<file path="config.mk">
export PLATFORM = sky130hd
export DESIGN_NAME = t3c_timer
export DESIGN_NICKNAME = d
export VERILOG_FILES = /design/src/logic/t3c_pkg.sv /design/src/logic/t3c_byte_if.sv /design/src/logic/t3c_timer.sv /design/src/logic/t3c_byte_cnt.sv
export SDC_FILE = /design/constraint.sdc
export NUM_CORES = 1
export LEC_CHECK = 0
export BUFFER_PORTS_ARGS = -buffer_cell sky130_fd_sc_hd__buf_2
export CORE_AREA = 2 2 143 89
export CTS_BUF_LIST = sky130_fd_sc_hd__clkbuf_8 sky130_fd_sc_hd__clkbuf_16
export DETAILED_ROUTE_END_ITERATION = 10
export DIE_AREA = 0 0 145 91
export PLACE_DENSITY = 0.45
export SETUP_SLACK_MARGIN = 0.1
export SLEW_MARGIN = 20
export SYNTH_ARGS = -nofsm -noshare
export SYNTH_HDL_FRONTEND = slang
export SYNTH_SLANG_ARGS = --single-unit
export TNS_END_PERCENT = 30
</file>
<file path="constraint.sdc">
create_clock -name mclk -period 2.9 [get_ports mclk]
set_clock_uncertainty 0.15 [all_clocks]
set_input_delay 0.58 -clock mclk [delete_from_list [all_inputs] [get_ports mclk]]
set_output_delay 0.58 -clock mclk [all_outputs]
set_load 0.05 [all_outputs]
</file>
<file path="src/logic/t3c_pkg.sv">
// What this block does
// - Set the high overflow flag when the high byte rolls from 0xFF to 0x00.
// - In 16-bit mode the high flag rises only on the 0xFFFF to 0x0000 wrap or on a capture.
// - With the timer interrupt enabled, a set high flag requests the interrupt.
// - Hardware never clears either overflow flag; software clears it by writing.
// - Set the low overflow flag at every low byte wrap, in every mode.
// - Low overflow requests an interrupt when its enable and the timer interrupt are set.
// - With capture enabled, copy the 16-bit count to the reload bytes on oscillator falls.
// - With capture and the timer interrupt enabled, each capture requests an interrupt.
// - Split select 0 gives one 16-bit counter, 1 gives two 8-bit counters.
// - In 16-bit mode counting happens only while run control is 1.
// - In split mode run control gates only the high byte; the low byte always counts.
// - Clock select: 0 is system clock over 12, 1 is external clock over 8.
// - In split mode the clock select applies to both bytes; per-byte choices may override.
// - In auto-reload modes the reload low byte feeds the low byte on reload.
// - In capture mode the reload low byte holds the captured low count.
// - The reload high byte is the high reload value, or the captured high count.
// - The count bytes are read-write; one 16-bit count or two 8-bit counts.
package t3c_pkg;
  // ----------------------------------------
  // Register addresses
  // ----------------------------------------
  localparam logic [7:0] ADDR_CONTROL = 8'h91;
  localparam logic [7:0] ADDR_RELOAD_LOW = 8'h92;
  localparam logic [7:0] ADDR_RELOAD_HIGH = 8'h93;
  localparam logic [7:0] ADDR_COUNT_LOW = 8'h94;
  localparam logic [7:0] ADDR_COUNT_HIGH = 8'h95;
  // ----------------------------------------
  // Control fields and reset values
  // ----------------------------------------
  localparam int BIT_HIGH_FLAG = 7;
  localparam int BIT_LOW_FLAG = 6;
  localparam int BIT_LOW_IRQ_EN = 5;
  localparam int BIT_CAPTURE_EN = 4;
  localparam int BIT_SPLIT = 3;
  localparam int BIT_RUN = 2;
  localparam int BIT_EXT_CLK = 0;
  localparam logic [7:0] RESET_BYTE = 8'h00;
  localparam logic [7:0] BYTE_MAX = 8'hFF;
  // ----------------------------------------
  // Timing counts
  // ----------------------------------------
  localparam int SYS_DIVIDE = 12;
  localparam int EXT_DIVIDE = 8;
  localparam logic [3:0] DIV_ZERO = 4'h0;
  localparam logic [3:0] DIV_ONE = 4'h1;
endpackage

</file>
<file path="src/logic/t3c_byte_if.sv">
`timescale 1ns/1ps
interface t3c_byte_if;
  logic inc;
  logic load;
  logic [7:0] ld_val;
  logic [7:0] cnt;
  logic wrap;
  modport ctl (output inc, output load, output ld_val, input cnt, input wrap);
  modport cnt_side (input inc, input load, input ld_val, output cnt, output wrap);
endinterface

</file>
<file path="src/logic/t3c_timer.sv">
`timescale 1ns/1ps
module t3c_timer
  import t3c_pkg::*;
#(
  parameter int SYS_DIV = t3c_pkg::SYS_DIVIDE,
  parameter int EXT_DIV = t3c_pkg::EXT_DIVIDE
) (
  // Clock, reset and enable
  input wire logic mclk,
  input wire logic reset,
  input wire logic ce,
  // Special function register port
  input wire logic [7:0] sfr_addr,
  input wire logic sfr_wr,
  input wire logic sfr_rd,
  input wire logic [7:0] sfr_wdata,
  output logic [7:0] sfr_rdata,
  // Clock sources and clock-control choices
  input wire logic ext_clk,
  input wire logic lfo_clk,
  input wire logic high_byte_clock_choice,
  input wire logic low_byte_clock_choice,
  // Interrupt
  input wire logic timer_irq_enable,
  output logic timer_irq
);
  import t3c_pkg::*;

  // ----------------------------------------
  // Parameter checks
  // ----------------------------------------
  if (SYS_DIV < 2 || SYS_DIV > 15) begin : g_bad_sys
    $error("SYS_DIV must lie in 2..15");
  end
  if (EXT_DIV < 2 || EXT_DIV > 15) begin : g_bad_ext
    $error("EXT_DIV must lie in 2..15");
  end
  localparam logic [3:0] SYS_LAST = 4'(SYS_DIV - 1);
  localparam logic [3:0] EXT_LAST = 4'(EXT_DIV - 1);

  // ----------------------------------------
  // State
  // ----------------------------------------
  logic high_overflow_flag_r;
  logic low_overflow_flag_r;
  logic low_overflow_irq_enable_r;
  logic capture_enable_r;
  logic split_select_r;
  logic run_control_r;
  logic external_clock_select_r;
  logic [7:0] reload_low_r;
  logic [7:0] reload_high_r;
  logic [3:0] sys_div_r;
  logic [3:0] ext_div_r;
  logic ext_q_r;
  logic lfo_q_r;
  logic [7:0] rdata_r;
  logic irq_r;

  t3c_byte_if lo_if ();
  t3c_byte_if hi_if ();

  // ----------------------------------------
  // Decode
  // ----------------------------------------
  wire wr_ctrl = sfr_wr && (sfr_addr == ADDR_CONTROL);
  wire wr_rll = sfr_wr && (sfr_addr == ADDR_RELOAD_LOW);
  wire wr_rlh = sfr_wr && (sfr_addr == ADDR_RELOAD_HIGH);
  wire wr_cl = sfr_wr && (sfr_addr == ADDR_COUNT_LOW);
  wire wr_ch = sfr_wr && (sfr_addr == ADDR_COUNT_HIGH);

  // ----------------------------------------
  // Count sources
  // ----------------------------------------
  // The external clock is sampled as a plain synchronous input; its rising
  // edges are counted, so it must stay below half the system clock rate.
  wire ext_rise = ext_clk && !ext_q_r;
  wire sys_tick = (sys_div_r == SYS_LAST);
  wire ext_tick = ext_rise && (ext_div_r == EXT_LAST);
  wire base_tick = external_clock_select_r ? ext_tick : sys_tick;
  wire tick_lo = low_byte_clock_choice ? 1'b1 : base_tick;
  wire tick_hi = high_byte_clock_choice ? 1'b1 : base_tick;
  wire cap_evt = capture_enable_r && lfo_q_r && !lfo_clk;

  // ----------------------------------------
  // Counter steering
  // ----------------------------------------
  wire full_wrap = !split_select_r && hi_if.wrap;
  wire lo_reload = !capture_enable_r && (split_select_r ? lo_if.wrap : full_wrap);
  wire hi_reload = !capture_enable_r && hi_if.wrap;
  assign lo_if.inc = split_select_r ? tick_lo : (run_control_r && tick_lo);
  assign hi_if.inc = split_select_r ? (run_control_r && tick_hi) : lo_if.wrap;
  assign lo_if.load = wr_cl || lo_reload;
  assign hi_if.load = wr_ch || hi_reload;
  assign lo_if.ld_val = wr_cl ? sfr_wdata : reload_low_r;
  assign hi_if.ld_val = wr_ch ? sfr_wdata : reload_high_r;

  t3c_byte_cnt u_lo (.mclk(mclk), .reset(reset), .ce(ce), .bi(lo_if.cnt_side));
  t3c_byte_cnt u_hi (.mclk(mclk), .reset(reset), .ce(ce), .bi(hi_if.cnt_side));

  // ----------------------------------------
  // Flags and interrupt
  // ----------------------------------------
  // A hardware set wins over a software clear in the same cycle.
  wire hf_set = hi_if.wrap || cap_evt;
  wire hf_nxt = hf_set || (wr_ctrl ? sfr_wdata[BIT_HIGH_FLAG] : high_overflow_flag_r);
  wire lf_nxt = lo_if.wrap || (wr_ctrl ? sfr_wdata[BIT_LOW_FLAG] : low_overflow_flag_r);
  wire irq_nxt = timer_irq_enable && (high_overflow_flag_r ||
                 (low_overflow_irq_enable_r && low_overflow_flag_r));

  wire [7:0] ctrl_view = {high_overflow_flag_r, low_overflow_flag_r, low_overflow_irq_enable_r,
                          capture_enable_r, split_select_r, run_control_r, 1'b0,
                          external_clock_select_r};
  wire [7:0] rd_mux = (sfr_addr == ADDR_CONTROL) ? ctrl_view :
                      (sfr_addr == ADDR_RELOAD_LOW) ? reload_low_r :
                      (sfr_addr == ADDR_RELOAD_HIGH) ? reload_high_r :
                      (sfr_addr == ADDR_COUNT_LOW) ? lo_if.cnt :
                      (sfr_addr == ADDR_COUNT_HIGH) ? hi_if.cnt : RESET_BYTE;

  always_ff @(posedge mclk) begin
    if (reset) begin
      sys_div_r <= DIV_ZERO;
      ext_div_r <= DIV_ZERO;
      ext_q_r <= 1'b0;
      lfo_q_r <= 1'b0;
    end else if (ce) begin
      sys_div_r <= sys_tick ? DIV_ZERO : 4'(sys_div_r + DIV_ONE);
      ext_q_r <= ext_clk;
      lfo_q_r <= lfo_clk;
      if (ext_rise) begin
        ext_div_r <= ext_tick ? DIV_ZERO : 4'(ext_div_r + DIV_ONE);
      end
    end
  end

  always_ff @(posedge mclk) begin
    if (reset) begin
      high_overflow_flag_r <= 1'b0;
      low_overflow_flag_r <= 1'b0;
      {low_overflow_irq_enable_r, capture_enable_r, split_select_r} <= 3'h0;
      {run_control_r, external_clock_select_r} <= 2'h0;
    end else if (ce) begin
      high_overflow_flag_r <= hf_nxt;
      low_overflow_flag_r <= lf_nxt;
      if (wr_ctrl) begin
        low_overflow_irq_enable_r <= sfr_wdata[BIT_LOW_IRQ_EN];
        capture_enable_r <= sfr_wdata[BIT_CAPTURE_EN];
        split_select_r <= sfr_wdata[BIT_SPLIT];
        run_control_r <= sfr_wdata[BIT_RUN];
        external_clock_select_r <= sfr_wdata[BIT_EXT_CLK];
      end
    end
  end

  // Capture takes priority over a software write landing in the same cycle.
  always_ff @(posedge mclk) begin
    if (reset) begin
      reload_low_r <= RESET_BYTE;
      reload_high_r <= RESET_BYTE;
    end else if (ce) begin
      if (cap_evt) begin
        reload_low_r <= lo_if.cnt;
        reload_high_r <= hi_if.cnt;
      end else begin
        if (wr_rll) begin
          reload_low_r <= sfr_wdata;
        end
        if (wr_rlh) begin
          reload_high_r <= sfr_wdata;
        end
      end
    end
  end

  always_ff @(posedge mclk) begin
    if (reset) begin
      rdata_r <= RESET_BYTE;
      irq_r <= 1'b0;
    end else if (ce) begin
      irq_r <= irq_nxt;
      if (sfr_rd) begin
        rdata_r <= rd_mux;
      end
    end
  end

  assign sfr_rdata = rdata_r;
  assign timer_irq = irq_r;

  // ----------------------------------------
  // Assertions
  // ----------------------------------------
  property p_high_set;
    @(posedge mclk) disable iff (reset) (ce && hi_if.wrap) |=> high_overflow_flag_r;
  endproperty
  a_high_set: assert property (p_high_set) else $error("high flag not set on high wrap");

  property p_full_wrap;
    @(posedge mclk) disable iff (reset)
      (ce && !split_select_r && hi_if.inc) |-> (lo_if.cnt == BYTE_MAX);
  endproperty
  a_full_wrap: assert property (p_full_wrap) else $error("high byte moved without low wrap");

  property p_irq_high;
    @(posedge mclk) disable iff (reset)
      (ce && timer_irq_enable && high_overflow_flag_r) |=> timer_irq;
  endproperty
  a_irq_high: assert property (p_irq_high) else $error("interrupt missing for high flag");

  property p_flag_sticky;
    @(posedge mclk) disable iff (reset)
      (high_overflow_flag_r && !(ce && wr_ctrl)) |=> high_overflow_flag_r;
  endproperty
  a_flag_sticky: assert property (p_flag_sticky) else $error("high flag cleared by hardware");

  property p_low_set;
    @(posedge mclk) disable iff (reset) (ce && lo_if.wrap) |=> low_overflow_flag_r;
  endproperty
  a_low_set: assert property (p_low_set) else $error("low flag not set on low wrap");

  property p_irq_mask;
    @(posedge mclk) disable iff (reset) (ce && !timer_irq_enable) |=> !timer_irq;
  endproperty
  a_irq_mask: assert property (p_irq_mask) else $error("interrupt while masked");

  property p_capture;
    @(posedge mclk) disable iff (reset)
      (ce && cap_evt) |=> (reload_low_r == $past(lo_if.cnt)) && (reload_high_r == $past(hi_if.cnt));
  endproperty
  a_capture: assert property (p_capture) else $error("capture value wrong");

  property p_run_halt;
    @(posedge mclk) disable iff (reset)
      (ce && !split_select_r && !run_control_r && !wr_cl && !wr_ch) |=> $stable(lo_if.cnt);
  endproperty
  a_run_halt: assert property (p_run_halt) else $error("count moved while halted");

  property p_reload16;
    @(posedge mclk) disable iff (reset)
      (ce && full_wrap && !capture_enable_r && !wr_cl && !wr_ch)
      |=> ({hi_if.cnt, lo_if.cnt} == {$past(reload_high_r), $past(reload_low_r)});
  endproperty
  a_reload16: assert property (p_reload16) else $error("16-bit reload wrong");

  property p_irq_low;
    @(posedge mclk) disable iff (reset)
      (ce && timer_irq_enable && low_overflow_irq_enable_r && low_overflow_flag_r) |=> timer_irq;
  endproperty
  a_irq_low: assert property (p_irq_low) else $error("interrupt missing for low flag");

  property p_irq_low_off;
    @(posedge mclk) disable iff (reset)
      (ce && !high_overflow_flag_r && !low_overflow_irq_enable_r) |=> !timer_irq;
  endproperty
  a_irq_low_off: assert property (p_irq_low_off) else $error("low flag raised a disabled interrupt");

  property p_capture_flag;
    @(posedge mclk) disable iff (reset) (ce && cap_evt) |=> high_overflow_flag_r;
  endproperty
  a_capture_flag: assert property (p_capture_flag) else $error("capture did not raise the flag");

  property p_low_sticky;
    @(posedge mclk) disable iff (reset)
      (low_overflow_flag_r && !(ce && wr_ctrl)) |=> low_overflow_flag_r;
  endproperty
  a_low_sticky: assert property (p_low_sticky) else $error("low flag cleared by hardware");

  property p_split_low_runs;
    @(posedge mclk) disable iff (reset)
      (ce && split_select_r && tick_lo && !lo_if.wrap && !wr_cl)
      |=> (lo_if.cnt == 8'($past(lo_if.cnt) + 8'h01));
  endproperty
  a_split_low_runs: assert property (p_split_low_runs) else $error("split low byte did not count");

  property p_split_high_halt;
    @(posedge mclk) disable iff (reset)
      (ce && split_select_r && !run_control_r && !wr_ch) |=> $stable(hi_if.cnt);
  endproperty
  a_split_high_halt: assert property (p_split_high_halt) else $error("split high byte moved while halted");

  property p_low_reload;
    @(posedge mclk) disable iff (reset)
      (ce && !capture_enable_r && split_select_r && lo_if.wrap && !wr_cl) |=> (lo_if.cnt == $past(reload_low_r));
  endproperty
  a_low_reload: assert property (p_low_reload) else $error("split low reload wrong");

  property p_high_reload;
    @(posedge mclk) disable iff (reset)
      (ce && !capture_enable_r && hi_if.wrap && !wr_ch) |=> (hi_if.cnt == $past(reload_high_r));
  endproperty
  a_high_reload: assert property (p_high_reload) else $error("high reload wrong");

  property p_capture_hold;
    @(posedge mclk) disable iff (reset)
      (ce && capture_enable_r && !cap_evt && !wr_rll) |=> $stable(reload_low_r);
  endproperty
  a_capture_hold: assert property (p_capture_hold) else $error("captured low byte changed");

  property p_sys_divide;
    @(posedge mclk) disable iff (reset) (ce && sys_tick) |=> (sys_div_r == DIV_ZERO);
  endproperty
  a_sys_divide: assert property (p_sys_divide) else $error("system divider did not restart");

  c_split_low: cover property (@(posedge mclk) disable iff (reset) ce && split_select_r && lo_if.wrap);
  c_full_wrap: cover property (@(posedge mclk) disable iff (reset) ce && full_wrap);
  c_capture: cover property (@(posedge mclk) disable iff (reset) ce && cap_evt && timer_irq_enable);
  c_ext_tick: cover property (@(posedge mclk) disable iff (reset) ce && external_clock_select_r && ext_tick);
endmodule

</file>
<file path="src/logic/t3c_byte_cnt.sv">
`timescale 1ns/1ps
module t3c_byte_cnt
  import t3c_pkg::*;
(
  // Clock and reset
  input wire logic mclk,
  input wire logic reset,
  input wire logic ce,
  // Counter port
  t3c_byte_if.cnt_side bi
);
  logic [7:0] cnt_r;
  logic [7:0] cnt_nxt;

  // A load wins over a count so a write or reload is never lost.
  assign cnt_nxt = bi.load ? bi.ld_val : (bi.inc ? 8'(cnt_r + 8'h01) : cnt_r);
  assign bi.cnt = cnt_r;
  assign bi.wrap = bi.inc && (cnt_r == BYTE_MAX);

  always_ff @(posedge mclk) begin
    if (reset) begin
      cnt_r <= RESET_BYTE;
    end else if (ce) begin
      cnt_r <= cnt_nxt;
    end
  end
endmodule

</file>
==> impl_metrics.ini <==
[clock_tree]
postCtsSetupRepairBufs = 0
postCtsHoldBufs = 0
clock_latency_ps = 340
ctsHtreeMaxLevel = 3
cts_tree = done
cts_buffer_depth = 2
cts_made_buffers = 9
cts_resized = 0
cts_root_buf = clkbuf_16
clock_sinks = 58
clk_pin_slew_ps = 60

[die]
io_pins = 35
core_mm2 = 0.01183
start_util_pct = 29.77
die_area_mm2 = 0.01320
rows = 31
die_y_um = 91
dieWidth_um = 145

[routing]
vias = 3393
wl_um = 11850
drtIter0Drc = 237
drtPass1Iterations = 5
postRouteAntennaNets = 0
route.detailed.drc = 0
wl_per_cell_um = 18.84
via_per_inst = 5.394

[sta]
final-setup-viol-count = 0
fin_crit_ps = 2603
setup_tns_ps = 0
holdWs_ps = 312.5
setup_slack_ps = 297.4
rsz0062_at_grt = no
worstMarginPinSlew_ps = 573.7
layout_worst_path_cycle_share_pct = 89.75
drv_slew = 0
timing.slew.headroom_pct = 61.75
fmax_mhz = 384.2
hold_viol = 0

[grt]
antenna_found_initial = 0
grt_max_degree = 47
grtUsageTotal_pct = 18.49
overflow = 0
grt_pass1_wl_um = 18570
grt_pass1_vias = 3148

[placed_design]
gp_congestion = 0.8590
dp_cells = 613
place_area_mm2 = 0.003959
place_ws_ps = 188.6
dp_hpwl_um = 8732
portBuffers = 34

[setup_path]
crit_end = u_hi.bi.cnt[3]$_SDFFE_PP0P_
r2r_cells = 8
timing.rr.end = u_hi.bi.cnt[3]$_SDFFE_PP0P_
worstSetupPathType = flip-flop to flip-flop
path_cells = ha_1 -> nand3_2 -> or3_4 -> nor4b_4 -> buf_4 -> nand3_1 -> a31o_1 -> a21oi_1
r2r-start = u_hi.bi.cnt[0]$_SDFFE_PP0P_
r2r_slack_ps = 300
cp-start-kind = flip-flop
cp.arrival_ps = 2710
crit_path_max_incr_delay_ps = 500
cp_data_required_time_ps = 3010
cp-end-kind = flip-flop
crit_fanout = 8
startpoint = u_hi.bi.cnt[0]$_SDFFE_PP0P_
slowest_stage = dfxtp_1

[synth]
netlist_top_cells_count = 58 x dfxtp_1, 53 x nor2_1, 34 x mux2i_1
yosysTopAreaCellShare_pct = 32.97
synth_edf_count = 0
synthMostInstantiatedCell = dfxtp_1
syn_area_mm2 = 0.003522
synthFlopType = dfxtp_1
ys_async_sr_fraction_pct = 0
synthesis.nets = 450
ys_ff_latch = 58
yosys_warnings = 0
syn_area_per_cell_um2 = 8.386
synth.area.top_cells = dfxtp_1 33%, mux2i_1 9.7%, nor2_1 5.6%
yosysSeqAreaShare_pct = 32.97
postSynthCellCount = 420
synth.distinct_cells = 64
yosys.area.top_type = dfxtp_1

[min_path]
hp-class = flip-flop to flip-flop

[final_layout]
instances_no_fill = 629
final_nets = 489
antennaDiodeCount = 0
area_growth_syn_to_layout_pct = 20.75
drive_gt1_share_pct = 20.91
fin_area_mm2 = 0.004253
final_core_util_pct = 35.95

[run]
cap_viol_max_count = 0

[pwr]
powerDensity_mw_per_mm2 = 483.7
vdd_drop_max_mv = 0.2797
p_leak_nw = 1.574
finalPower_mw = 2.057

[run_status]
outcome = completed
-- registers in the layout (all words and copies together) (netlist names) --
signal,cells
ext_div_r,4
run_control_r,1
low_overflow_irq_enable_r,1
low_overflow_flag_r,1
u_lo.bi.cnt,8
high_overflow_flag_r,1
lfo_q_r,1
u_hi.bi.cnt,8
capture_enable_r,1
reload_low_r,8
ext_q_r,1
split_select_r,1
sfr_rdata,8
reload_high_r,8
timer_irq,1
sys_div_r,4
external_clock_select_r,1
-- per-layer routing --
layer	share of wire, %	vias to the layer above	GRT usage, %
met4	1.1	0	4.455
met5	0	-	0
met3	10	13	8.442
met2	38	122	23.81
li1	-	1649	-
met1	51	1609	27.17
-- worst max-delay path: cells and delay by family, from the launching register on --
kind / cells / cell delay (ps)
buffers and inverters: 1 / 220
adder cells (fa/ha/maj): 1 / 290
AND/OR/NAND/NOR: 4 / 1000
flip-flops: 1 / 500
AO/OA/AOI/OAI: 2 / 380
-- layout make-up --
class	instances	area [µm²]
tap	165	206.4
clock inverter	7	68.82
inverter	3	11.26
fill	1229	7577
multi-input combinational	328	2210
sequential	58	1161
clock buffer	9	225.2
timing repair buffer	59	370.4
-- cells in the final DEF (no fill, tap or decap), types with 4 or more instances in the layout --
| master | n |
|---|---|
| buf_4 | 24 |
| o21ai_0 | 17 |
| nand4_1 | 6 |
| nor2b_1 | 9 |
| o22ai_1 | 8 |
| a211oi_1 | 23 |
| ha_1 | 4 |
| buf_2 | 34 |
| clkbuf_16 | 9 |
| mux2i_1 | 34 |
| nand2b_1 | 12 |
| nand3b_1 | 4 |
| mux2_2 | 7 |
| dfxtp_1 | 58 |
| a21oi_1 | 32 |
| and3_1 | 5 |
| nor3_1 | 11 |
| nand3_1 | 13 |
| nand2_1 | 20 |
| a22oi_1 | 12 |
| nor2_1 | 53 |
-- cell families after synthesis --
group,share of synthesized area [%]
mux,11.90
compound gates,25.79
flops,32.97
xor+xnor,0.4974
fa+ha+maj,1.421
simple gates,23.13
buf+inv,4.298
-- how the worst min path moves through the flow --
stage	startpoint	endpoint	slack, ps	depth (start not counted)
6_report	timer_irq$_SDFFE_PP0P_	timer_irq$_SDFFE_PP0P_	310	2
2_1_floorplan	lfo_q_r$_SDFFE_PP0P_	lfo_q_r$_SDFFE_PP0P_	310	2
4_1_cts	timer_irq$_SDFFE_PP0P_	timer_irq$_SDFFE_PP0P_	320	2
3_3_place_gp	timer_irq$_SDFFE_PP0P_	timer_irq$_SDFFE_PP0P_	310	2
3_5_place_dp	timer_irq$_SDFFE_PP0P_	timer_irq$_SDFFE_PP0P_	310	2
5_1_grt	timer_irq$_SDFFE_PP0P_	timer_irq$_SDFFE_PP0P_	330	2
-- where the power goes --
group / switching [mW] / internal, mW / total [mW]
combinational: 0.108 / 0.0541 / 0.162
sequential: 0.00895 / 0.809 / 0.818
clock: 0.414 / 0.663 / 1.08
Power figures use the tool's default switching activity.
